File: config.mk
export PLATFORM = sky130hd
export DESIGN_NAME = clru_unit
export DESIGN_NICKNAME = d
export VERILOG_FILES = /design/src/clru_pkg.sv /design/src/clru_cost.sv /design/src/clru_unit.sv
export SDC_FILE = /design/constraint.sdc
export NUM_CORES = 1
export LEC_CHECK = 0
export BUFFER_PORTS_ARGS = -buffer_cell sky130_fd_sc_hd__buf_2
export CAP_MARGIN = 25
export CORE_MARGIN = 2
export CORE_UTILIZATION = 23
export CTS_BUF_LIST = sky130_fd_sc_hd__clkbuf_16
export DETAILED_ROUTE_END_ITERATION = 10
export GPL_TIMING_DRIVEN = 0
export PLACE_DENSITY = 0.4
export SLEW_MARGIN = 10
export SYNTH_ARGS = -nofsm -noshare
export SYNTH_HDL_FRONTEND = slang
export SYNTH_SLANG_ARGS = --single-unit
File: constraint.sdc
create_clock -name mclk -period 6.14 [get_ports mclk]
set_input_delay 0.307 -clock mclk [delete_from_list [all_inputs] [get_ports mclk]]
set_output_delay 0.307 -clock mclk [all_outputs]
set_load 0.005 [all_outputs]
File: src/clru_pkg.sv
// constants and types of the compare, logic and rotate unit
//
// How it works
// - word register compare subtracts source from destination; 3/3 binary, 2/2 source
// - dword register compare: 3 bytes 5 states binary, 2 bytes 4 states source
// - dword compare with zero-extended 16-bit immediate: 6 states binary, 5 source
// - one-extended immediate fills upper 16 bits with ones; same cost
// - word register versus 16-bit immediate: 5 bytes 4 states, 4 bytes 3 states
// - byte register versus memory through dword pointer: 4 states binary, 3 source
// - word register versus 16-bit direct address: 4/3 states, 5/4 bytes
// - byte operand in external memory adds wait states plus two
// - word operand in external memory adds twice the sum of wait states and two
// - short direct byte source adds 1 state for port, 2 for peripheral register
// - short direct logic destination adds 2 for port, 3 for peripheral register
// - word register logic writes destination; 3 states binary, 2 source
// - accumulator into short direct destination: 2 bytes, 2 states both modes
// - 8-bit immediate into short direct destination: 3 bytes, 3 states both modes
// - word register logic with 16-bit immediate: 4 states binary, 3 source
// - accumulator logic through 8-bit pointer: 2 states binary, 3 source
// - byte register logic: 2 states 3 bytes binary, 1 state 2 bytes source
// - byte register logic from dword pointer memory: 4 states binary, 3 source
// - rotate left one place in 1 state; carry form goes through carry flag
// - rotate right one place in 1 state; carry form goes through carry flag
package clru_pkg;

  // ==========================================================
  // operations, operand forms, widths, operand locations, sequencer states
  typedef enum logic [3:0] {
    COMPARE_OP = 4'h0,
    BITWISE_AND_OP = 4'h1,
    BITWISE_OR_OP = 4'h2,
    BITWISE_XOR_OP = 4'h3,
    CLEAR_ACCUMULATOR_OP = 4'h4,
    INVERT_ACCUMULATOR_OP = 4'h5,
    ROTATE_LEFT_OP = 4'h6,
    ROTATE_LEFT_CARRY_OP = 4'h7,
    ROTATE_RIGHT_OP = 4'h8,
    ROTATE_RIGHT_CARRY_OP = 4'h9
  } clru_op_t;

  typedef enum logic [3:0] {
    FORM_REG_REG = 4'h0,
    FORM_REG_IMM = 4'h1,
    FORM_REG_SHORT_DIR = 4'h2,
    FORM_REG_LONG_DIR = 4'h3,
    FORM_REG_WORD_PTR = 4'h4,
    FORM_REG_DWORD_PTR = 4'h5,
    FORM_ACCUM_REG = 4'h6,
    FORM_ACCUM_SHORT_DIR = 4'h7,
    FORM_ACCUM_PTR = 4'h8,
    FORM_ACCUM_IMM = 4'h9,
    FORM_SHORT_DIR_ACCUM = 4'hA,
    FORM_SHORT_DIR_IMM = 4'hB,
    FORM_ACCUM_ONLY = 4'hC
  } clru_form_t;

  typedef enum logic [1:0] {
    WIDTH_BYTE = 2'h0,
    WIDTH_WORD = 2'h1,
    WIDTH_DWORD = 2'h2
  } clru_width_t;

  typedef enum logic [1:0] {
    LOC_INTERNAL = 2'h0,
    LOC_PORT = 2'h1,
    LOC_PERIPHERAL = 2'h2,
    LOC_EXTERNAL = 2'h3
  } clru_loc_t;

  typedef enum logic [1:0] {
    FSM_IDLE = 2'h1,
    FSM_RUN = 2'h2
  } clru_fsm_t;

  // ==========================================================
  // carriers
  typedef struct packed {
    clru_op_t op;
    clru_form_t form;
    clru_width_t width;
    logic srcMode;
    logic onesExt;
    clru_loc_t loc;
    logic [3:0] waitN;
    logic carryIn;
    logic [31:0] dst;
    logic [31:0] src;
  } clru_cmd_t;

  typedef struct packed {
    logic carryFlag;
    logic zero;
    logic negative;
  } clru_flags_t;

  // ==========================================================
  // cost table, per form and width:
  // {binary bytes, binary states, source bytes, source states}
  localparam int NUM_FORMS = 13;
  localparam logic [15:0] COST_TBL [0:12][0:2] = '{
    '{16'h3221, 16'h3322, 16'h3524},
    '{16'h4332, 16'h5443, 16'h5645},
    '{16'h4332, 16'h4433, 16'h0000},
    '{16'h5342, 16'h5443, 16'h0000},
    '{16'h4332, 16'h0000, 16'h0000},
    '{16'h4433, 16'h0000, 16'h0000},
    '{16'h1122, 16'h0000, 16'h0000},
    '{16'h2121, 16'h0000, 16'h0000},
    '{16'h1223, 16'h0000, 16'h0000},
    '{16'h2121, 16'h0000, 16'h0000},
    '{16'h2222, 16'h0000, 16'h0000},
    '{16'h3333, 16'h0000, 16'h0000},
    '{16'h1111, 16'h0000, 16'h0000}
  };

  // extra states
  localparam logic [7:0] PORT_SRC_EXTRA = 8'h01;
  localparam logic [7:0] SFR_SRC_EXTRA = 8'h02;
  localparam logic [7:0] PORT_DST_EXTRA = 8'h02;
  localparam logic [7:0] SFR_DST_EXTRA = 8'h03;
  localparam logic [7:0] EXT_BASE_EXTRA = 8'h02;

  localparam logic [15:0] ONES_HALF = 16'hFFFF;
  localparam logic [7:0] MIN_STATES = 8'h01;

endpackage

File: src/clru_cost.sv
// state and byte cost of one instruction
`timescale 1ns/10ps
module clru_cost (
  input clru_pkg::clru_cmd_t cmd,
  output logic [7:0] states,
  output logic [2:0] bytes
);

  logic [15:0] entry;
  logic [7:0] base;
  logic [7:0] extNorm;
  logic [7:0] extra;

  // ==========================================================
  // table lookup
  always_comb begin
    entry = 16'h0000;
    if (cmd.form <= clru_pkg::FORM_ACCUM_ONLY && cmd.width != 2'h3) begin
      entry = clru_pkg::COST_TBL[cmd.form][cmd.width];
    end
    if (cmd.srcMode) begin
      base = {4'h0, entry[3:0]};
      bytes = entry[6:4];
    end else begin
      base = {4'h0, entry[11:8]};
      bytes = entry[14:12];
    end
  end

  // ==========================================================
  // location penalties
  always_comb begin
    extNorm = {4'h0, cmd.waitN} + clru_pkg::EXT_BASE_EXTRA;
    extra = 8'h00;
    case (cmd.form)
      clru_pkg::FORM_REG_SHORT_DIR, clru_pkg::FORM_ACCUM_SHORT_DIR: begin
        // word form carries no port or peripheral penalty
        if (cmd.width == clru_pkg::WIDTH_BYTE) begin
          if (cmd.loc == clru_pkg::LOC_PORT) begin
            extra = clru_pkg::PORT_SRC_EXTRA;
          end else if (cmd.loc == clru_pkg::LOC_PERIPHERAL) begin
            extra = clru_pkg::SFR_SRC_EXTRA;
          end
        end
      end
      clru_pkg::FORM_SHORT_DIR_ACCUM, clru_pkg::FORM_SHORT_DIR_IMM: begin
        if (cmd.loc == clru_pkg::LOC_PORT) begin
          extra = clru_pkg::PORT_DST_EXTRA;
        end else if (cmd.loc == clru_pkg::LOC_PERIPHERAL) begin
          extra = clru_pkg::SFR_DST_EXTRA;
        end
      end
      clru_pkg::FORM_REG_LONG_DIR, clru_pkg::FORM_REG_WORD_PTR,
      clru_pkg::FORM_REG_DWORD_PTR: begin
        if (cmd.loc == clru_pkg::LOC_EXTERNAL) begin
          if (cmd.width == clru_pkg::WIDTH_WORD) begin
            extra = {extNorm[6:0], 1'b0};
          end else begin
            extra = extNorm;
          end
        end
      end
      default: begin
        extra = 8'h00;
      end
    endcase
    // an unlisted form still costs one state so the sequencer never stalls
    if (base == 8'h00) begin
      states = clru_pkg::MIN_STATES;
    end else begin
      states = base + extra;
    end
  end

endmodule

File: src/clru_unit.sv
// compare, bitwise logic, accumulator clear/invert and rotate unit
`timescale 1ns/10ps
module clru_unit (
  input wire logic mclk,
  input wire logic reset_n,
  input wire logic start,
  input clru_pkg::clru_cmd_t cmd,
  output logic busy,
  output logic done,
  output logic wrEn,
  output logic [31:0] result,
  output clru_pkg::clru_flags_t flags,
  output logic [7:0] stateCount,
  output logic [2:0] byteCount
);

  typedef struct packed {
    clru_pkg::clru_fsm_t fsm;
    logic busy;
    logic done;
    logic wrEn;
    logic [31:0] result;
    clru_pkg::clru_flags_t flags;
    logic [7:0] cnt;
    logic [7:0] states;
    logic [2:0] bytes;
    clru_pkg::clru_cmd_t cmd;
  } clru_state_t;

  clru_state_t st_q;
  clru_state_t st_d;
  logic [7:0] costStates;
  logic [2:0] costBytes;
  logic accept;

  // ==========================================================
  // cost of the command offered on the port
  clru_cost u_cost (
    .cmd(cmd),
    .states(costStates),
    .bytes(costBytes)
  );

  // ==========================================================
  // helpers
  function automatic logic [31:0] widthMask(input clru_pkg::clru_width_t w);
    case (w)
      clru_pkg::WIDTH_BYTE: widthMask = 32'h000000FF;
      clru_pkg::WIDTH_WORD: widthMask = 32'h0000FFFF;
      default: widthMask = 32'hFFFFFFFF;
    endcase
  endfunction

  function automatic logic topBit(input logic [31:0] v,
                                  input clru_pkg::clru_width_t w);
    case (w)
      clru_pkg::WIDTH_BYTE: topBit = v[7];
      clru_pkg::WIDTH_WORD: topBit = v[15];
      default: topBit = v[31];
    endcase
  endfunction

  // source operand after immediate extension
  function automatic logic [31:0] srcOperand(input clru_pkg::clru_cmd_t c);
    srcOperand = c.src;
    if (c.form == clru_pkg::FORM_REG_IMM &&
        c.width == clru_pkg::WIDTH_DWORD) begin
      if (c.onesExt) begin
        srcOperand = {clru_pkg::ONES_HALF, c.src[15:0]};
      end else begin
        srcOperand = {16'h0000, c.src[15:0]};
      end
    end
  endfunction

  assign accept = start && st_q.fsm == clru_pkg::FSM_IDLE;

  // ==========================================================
  // next state
  always_comb begin
    logic [31:0] mask;
    logic [31:0] dm;
    logic [31:0] sm;
    logic [32:0] diff;
    logic [7:0] a;
    logic [31:0] res;
    mask = widthMask(st_q.cmd.width);
    dm = st_q.cmd.dst & mask;
    sm = srcOperand(st_q.cmd) & mask;
    diff = {1'b0, dm} - {1'b0, sm};
    a = st_q.cmd.dst[7:0];
    res = 32'h00000000;
    st_d = st_q;
    st_d.done = 1'b0;
    case (st_q.fsm)
      clru_pkg::FSM_IDLE: begin
        st_d.wrEn = 1'b0;
        if (accept) begin
          st_d.fsm = clru_pkg::FSM_RUN;
          st_d.busy = 1'b1;
          st_d.cmd = cmd;
          st_d.states = costStates;
          st_d.bytes = costBytes;
          st_d.cnt = costStates - 8'h01;
        end
      end
      clru_pkg::FSM_RUN: begin
        if (st_q.cnt != 8'h00) begin
          st_d.cnt = st_q.cnt - 8'h01;
        end else begin
          st_d.fsm = clru_pkg::FSM_IDLE;
          st_d.busy = 1'b0;
          st_d.done = 1'b1;
          st_d.wrEn = 1'b1;
          st_d.flags.carryFlag = st_q.cmd.carryIn;
          case (st_q.cmd.op)
            clru_pkg::COMPARE_OP: begin
              // operands are left untouched, only the flags move
              res = st_q.cmd.dst;
              st_d.wrEn = 1'b0;
              st_d.flags.carryFlag = dm < sm;
              diff = diff & {1'b0, mask};
              st_d.flags.zero = diff[31:0] == 32'h00000000;
              st_d.flags.negative = topBit(diff[31:0], st_q.cmd.width);
            end
            clru_pkg::BITWISE_AND_OP: begin
              res = dm & sm;
            end
            clru_pkg::BITWISE_OR_OP: begin
              res = dm | sm;
            end
            clru_pkg::BITWISE_XOR_OP: begin
              res = dm ^ sm;
            end
            clru_pkg::CLEAR_ACCUMULATOR_OP: begin
              res = 32'h00000000;
            end
            clru_pkg::INVERT_ACCUMULATOR_OP: begin
              res = {24'h000000, ~a};
            end
            clru_pkg::ROTATE_LEFT_OP: begin
              res = {24'h000000, a[6:0], a[7]};
            end
            clru_pkg::ROTATE_LEFT_CARRY_OP: begin
              res = {24'h000000, a[6:0], st_q.cmd.carryIn};
              st_d.flags.carryFlag = a[7];
            end
            clru_pkg::ROTATE_RIGHT_OP: begin
              res = {24'h000000, a[0], a[7:1]};
            end
            clru_pkg::ROTATE_RIGHT_CARRY_OP: begin
              res = {24'h000000, st_q.cmd.carryIn, a[7:1]};
              st_d.flags.carryFlag = a[0];
            end
            default: begin
              res = st_q.cmd.dst;
              st_d.wrEn = 1'b0;
            end
          endcase
          if (st_q.cmd.op != clru_pkg::COMPARE_OP) begin
            st_d.flags.zero = (res & mask) == 32'h00000000;
            st_d.flags.negative = topBit(res, st_q.cmd.width);
          end
          st_d.result = res;
        end
      end
      default: begin
        st_d.fsm = clru_pkg::FSM_IDLE;
        st_d.busy = 1'b0;
      end
    endcase
  end

  always_ff @(posedge mclk or negedge reset_n) begin
    if (!reset_n) begin
      st_q <= '0;
      st_q.fsm <= clru_pkg::FSM_IDLE;
    end else begin
      st_q <= st_d;
    end
  end

  // ==========================================================
  // outputs straight from the state register
  assign busy = st_q.busy;
  assign done = st_q.done;
  assign wrEn = st_q.wrEn;
  assign result = st_q.result;
  assign flags = st_q.flags;
  assign stateCount = st_q.states;
  assign byteCount = st_q.bytes;

  // ==========================================================
  // checks
  a_word_cmp_bin: assert property (@(posedge mclk) disable iff (!reset_n)
    accept && cmd.op == clru_pkg::COMPARE_OP &&
    cmd.form == clru_pkg::FORM_REG_REG &&
    cmd.width == clru_pkg::WIDTH_WORD && !cmd.srcMode
    |-> ##1 busy[*3] ##1 done && byteCount == 3'h3)
    else $error("word compare binary cost wrong");

  a_dword_cmp_src: assert property (@(posedge mclk) disable iff (!reset_n)
    accept && cmd.op == clru_pkg::COMPARE_OP &&
    cmd.form == clru_pkg::FORM_REG_REG &&
    cmd.width == clru_pkg::WIDTH_DWORD && cmd.srcMode
    |-> ##1 !done[*4] ##1 done && byteCount == 3'h2)
    else $error("dword compare source cost wrong");

  a_zero_ext_cost: assert property (@(posedge mclk) disable iff (!reset_n)
    accept && cmd.form == clru_pkg::FORM_REG_IMM &&
    cmd.width == clru_pkg::WIDTH_DWORD && !cmd.srcMode
    |-> ##7 done)
    else $error("dword immediate binary cost wrong");

  a_ones_ext_flag: assert property (@(posedge mclk) disable iff (!reset_n)
    done && st_q.cmd.op == clru_pkg::COMPARE_OP &&
    st_q.cmd.form == clru_pkg::FORM_REG_IMM &&
    st_q.cmd.width == clru_pkg::WIDTH_DWORD && st_q.cmd.onesExt
    |-> flags.zero == (st_q.cmd.dst == {16'hFFFF, st_q.cmd.src[15:0]}))
    else $error("one-extended immediate compare wrong");

  a_ext_byte_pen: assert property (@(posedge mclk) disable iff (!reset_n)
    accept && cmd.form == clru_pkg::FORM_REG_DWORD_PTR &&
    cmd.width == clru_pkg::WIDTH_BYTE && !cmd.srcMode &&
    cmd.loc == clru_pkg::LOC_EXTERNAL && cmd.waitN == 4'h1
    |-> ##8 done && stateCount == 8'h07)
    else $error("external byte penalty wrong");

  a_ext_word_pen: assert property (@(posedge mclk) disable iff (!reset_n)
    accept && cmd.form == clru_pkg::FORM_REG_LONG_DIR &&
    cmd.width == clru_pkg::WIDTH_WORD && cmd.srcMode &&
    cmd.loc == clru_pkg::LOC_EXTERNAL && cmd.waitN == 4'h2
    |-> ##12 done)
    else $error("external word penalty wrong");

  a_dst_sfr_pen: assert property (@(posedge mclk) disable iff (!reset_n)
    accept && cmd.form == clru_pkg::FORM_SHORT_DIR_ACCUM &&
    cmd.loc == clru_pkg::LOC_PERIPHERAL
    |-> ##1 stateCount == 8'h05)
    else $error("destination peripheral penalty wrong");

  a_cmp_no_write: assert property (@(posedge mclk) disable iff (!reset_n)
    done && st_q.cmd.op == clru_pkg::COMPARE_OP
    |-> !wrEn && result == st_q.cmd.dst &&
        flags.carryFlag == ((st_q.cmd.dst & widthMask(st_q.cmd.width)) <
        (srcOperand(st_q.cmd) & widthMask(st_q.cmd.width))))
    else $error("compare wrote an operand");

  a_word_and_res: assert property (@(posedge mclk) disable iff (!reset_n)
    done && st_q.cmd.op == clru_pkg::BITWISE_AND_OP &&
    st_q.cmd.width == clru_pkg::WIDTH_WORD
    |-> wrEn && result == (st_q.cmd.dst & st_q.cmd.src & 32'h0000FFFF))
    else $error("word and result wrong");

  a_rotl_carry: assert property (@(posedge mclk) disable iff (!reset_n)
    accept && cmd.op == clru_pkg::ROTATE_LEFT_CARRY_OP
    |-> ##2 done && result[7:0] == {$past(cmd.dst[6:0], 2),
        $past(cmd.carryIn, 2)} && flags.carryFlag == $past(cmd.dst[7], 2))
    else $error("rotate left through carry wrong");

  a_rotr_plain: assert property (@(posedge mclk) disable iff (!reset_n)
    done && st_q.cmd.op == clru_pkg::ROTATE_RIGHT_OP
    |-> result[7:0] == {st_q.cmd.dst[0], st_q.cmd.dst[7:1]})
    else $error("rotate right wrong");

  a_clear_accum: assert property (@(posedge mclk) disable iff (!reset_n)
    accept && cmd.op == clru_pkg::CLEAR_ACCUMULATOR_OP &&
    cmd.form == clru_pkg::FORM_ACCUM_ONLY
    |-> ##2 done && result == 32'h00000000 && byteCount == 3'h1)
    else $error("clear accumulator wrong");

  c_compare_done: cover property (@(posedge mclk) disable iff (!reset_n)
    done && st_q.cmd.op == clru_pkg::COMPARE_OP);
  c_ext_access: cover property (@(posedge mclk) disable iff (!reset_n)
    accept && cmd.loc == clru_pkg::LOC_EXTERNAL);
  c_rotate_done: cover property (@(posedge mclk) disable iff (!reset_n)
    done && st_q.cmd.op == clru_pkg::ROTATE_RIGHT_CARRY_OP);
  c_back_to_back: cover property (@(posedge mclk) disable iff (!reset_n)
    done ##1 busy);

endmodule

==> impl_metrics.yaml <==
critical_path:
  crit_fanout: 10
  crit_path_max_incr_delay_ns: 0.56
  startpoint_type: "flop"
  critPathKind: "reg2reg"
  slowest_stage: "or4_1"
  regToRegSetupSlack_ns: 0.51
  worst_path_most_repeated_cell: "clkbuf_1"
  cp.arrival_ns: 5.99
  worst_ep_required_time_ns: 6.50
  path_cells: "or2_2 > clkbuf_1 > clkbuf_1 > nand2_1 > ha_1 > clkbuf_1 > a21oi_1 > o21ai_0 > nor2b_1 > a211oi_1 > mux2_2 > nor4_1 > nand4_1 > or4_1 > o41a_1 > o31ai_1"
  end_kind: "flop"
clock_network:
  clkSinkCount: 133
  cts_buffer_depth: 2
  cts.reportedPaths.clkPinSlew_ns: 0.06
  cts_buffers: 17
  clock_latency_ns: 0.45
  clockRootBuffer: "clkbuf_16"
  cts_tree: "done"
  cts_htree_levels: 4
  post_cts_buffers: 0
finish:
  stdcell_count: 2211
  areaGrowthSynthToFinish_pct: 18.1
  fillers: 5310
  nNetsFinal: 1782
  multiInputGateArea_um2: 6770
  regArea_um2: 3330
  fin_util: 0.276
  antennaDiodeCount: 0
  drive_gt1_frac: 0.144
timing:
  fin_crit_ns: 5.63
  max_freq_mhz: 178
  fin_ws_ns: 0.507
  rsz0062_at_grt: "no"
  finalSetupViolCount: 0
  slew_viol_final: 0
  setup_tns_ns: 0
  fin_worst_skew_ns: 0.00861
  hold_violations: 0
  worst_slew_margin_rel: 0.300
  finalCritPeriodShare: 0.917
  max_slew.worst_pin.slew_ns: 1.05
synth:
  synthFlopType: "dfrtp_1"
  postSynthNetCount: 1629
  ys_ff_latch: 133
  syn-cell-area_um2: 11200
  yosys_warnings: 0
  synth_area_per_cell_um2: 7.83
  synth_top_area_share: 0.295
  yosysUniqueCellTypes: 78
  synth_edf_count: 0
  synthCells: 1430
  seq_area_frac_synth: 0.297
  postSynth.asyncResetShare: 1.00
  yosys.area.top_type: "dfrtp_1"
  synthTopCellsByArea: "dfrtp_1 (30%), ha_1 (12%), nand2_1 (8.5%)"
job:
  maxCapViolCount: 0
drt:
  drc_errors: 0
  totalWireLength_um: 41900
  dr.first_iter.drc_count: 607
  drt-pass1-iter-count: 6
  wl_per_cell_um: 18.9
  viasPerCell: 4.80
  vias: 10600
  antenna_left: 0
placement:
  hpwl_um: 33400
  place_inst: 2178
  post-place-ws_ns: 0.501
  numPortBuffers: 132
  place_congestion: 0.848
floorplan:
  io_pins: 135
  start_util: 0.234
  die_height_um: 225
  core-area_um2: 47900
  dieWidth_um: 225
  die-area_um2: 50500
  fp-row-count: 80
global_routing:
  grt_pass1_wl_um: 64700
  grt_pass1_vias: 10600
  met2_usage: 0.281
  grt_overflow: 0
  use_met3: 0.0260
  grt_max_degree: 95
  top_usage_layer: "met2"
  grt.met1_usage: 0.229
  antenna_found_initial: 1
  track_usage: 0.169
pwr:
  p_leak_nw: 6.39
  power_per_cell_area_nw_per_um2: 590
  peakVddDrop_mv: 0.239
hold_path:
  holdCritPathClass: "in2reg"
outcome:
  status: "completed"
[kinds of logic after synthesis]
group	share of synthesized area
multiplexers	0.0410
XOR/XNOR	0.0242
buffers and inverters	0.0983
flip-flops	0.297
AO/OA/AOI/OAI	0.204
other	0.000335
adder cells (fa/ha/maj)	0.128
AND/OR/NAND/NOR	0.207
[critical path: cells and delay by family (launching register included)]
kind / cells / cell delay (ns)
AO/OA/AOI/OAI: 5 / 1.77
adder cells (fa/ha/maj): 1 / 0.30
multiplexers: 1 / 0.40
AND/OR/NAND/NOR: 6 / 1.55
flip-flops: 1 / 0.54
buffers and inverters: 3 / 0.99
[registers in the layout, summed over array words and instances (netlist names)]
signal,cells
st_q,86
result,32
stateCount,7
byteCount,3
flags,3
done,1
wrEn,1
[area by class of cell]
cell class / count / share of cell area
Clock buffer: 17 / 0.0322
Buffer: 134 / 0.0529
Timing Repair Buffer: 134 / 0.0536
Tap cell: 615 / 0.0582
Inverter: 107 / 0.0304
Sequential cell: 133 / 0.252
Clock inverter: 15 / 0.00871
Multi-Input combinational cell: 1056 / 0.512
[where the power goes]
part	leakage [nW]	switching, mW	internal [mW]	total (mW)
sequential	1.69	0.359	1.25	1.61
clock	0.288	0.392	0.579	0.971
combinational	4.42	3.29	1.93	5.23
total	6.39	4.05	3.76	7.80
[Yosys cell counts (3+ instances only)]
library cell / instances
a21boi_0: 3
o31ai_1: 11
o211ai_1: 9
and3_1: 3
mux2i_1: 38
a22o_1: 23
buf_1: 8
nand3_1: 25
buf_2: 7
nand2_1: 255
buf_4: 48
o221ai_1: 4
o21ai_0: 110
or3_1: 5
nand4_1: 12
o21a_1: 16
inv_1: 104
or4_1: 4
nor2_1: 111
o21bai_1: 3
dfrtp_1: 132
and2_1: 27
a21o_1: 6
a22oi_1: 12
a211oi_1: 17
nor4_1: 17
a221oi_1: 24
a31oi_1: 11
ha_1: 111
a21oi_1: 60
clkbuf_1: 70
nor3_1: 29
nor3b_1: 7
nand2b_1: 7
xnor2_1: 18
nor2b_1: 9
o22ai_1: 8
xor2_1: 13
[layout by cell type, fill, tap and decap left out, drive strengths merged, types with 9 or more instances in the layout]
cell type and count:
nand2 256, buf 197, dfrtp 132, o21ai 113, inv 112, nor2 111
ha 111, clkbuf 87, a21oi 63, mux2i 38, nor3 29, and2 27
nand3 25, a221oi 24, a22o 23, xnor2 18, nor4 17, a211oi 17
o21a 16, xor2 13, nand4 13, a22oi 12, a31oi 11, o31ai 11
nor2b 9, o211ai 9
[metal layers]
metal  share of wire  wire, um
met4           0.017       700
met1            0.47     19600
met2            0.48     20000
met3           0.038      1590
met5         0.00031        13
[path summary, 6_finish.rpt]
check / startpoint / endpoint / depth (start not counted)
setup / recovery: st_q[73]$_DFFE_PN0P_ / flags[1]$_DFFE_PN0P_ / 16
hold / removal: cmd[42] / st_q[42]$_DFFE_PN0P_ / 3
setup reg to reg: st_q[73]$_DFFE_PN0P_ / flags[1]$_DFFE_PN0P_ / 16
hold reg to reg: result[4]$_DFFE_PN0P_ / result[4]$_DFFE_PN0P_ / 2
max in group asynchronous: reset_n / st_q[17]$_DFFE_PN0P_ / 3
min in group asynchronous: reset_n / st_q[45]$_DFFE_PN0P_ / 2
[timing repair]
action                                 CTS  global route
endpoints found under the hold margin   39             0
hold buffers                             1             0
setup endpoints to repair                0             1
resized for setup                        0             1
[through the flow]
stage / cell area (um2) / hold WS, ns / total power [mW]
2_1_floorplan: 11200 / 0.0114 / 5.15
3_3_place_gp: 12600 / 0.461 / 6.78
3_5_place_dp: 12700 / 0.218 / 6.80
4_1_cts: 13200 / 0.0141 / 7.83
5_1_grt: 13200 / 0.0469 / 8.55
6_report: 13200 / 0.0462 / 7.80
No activity file was read; power rests on OpenSTA's default activity.
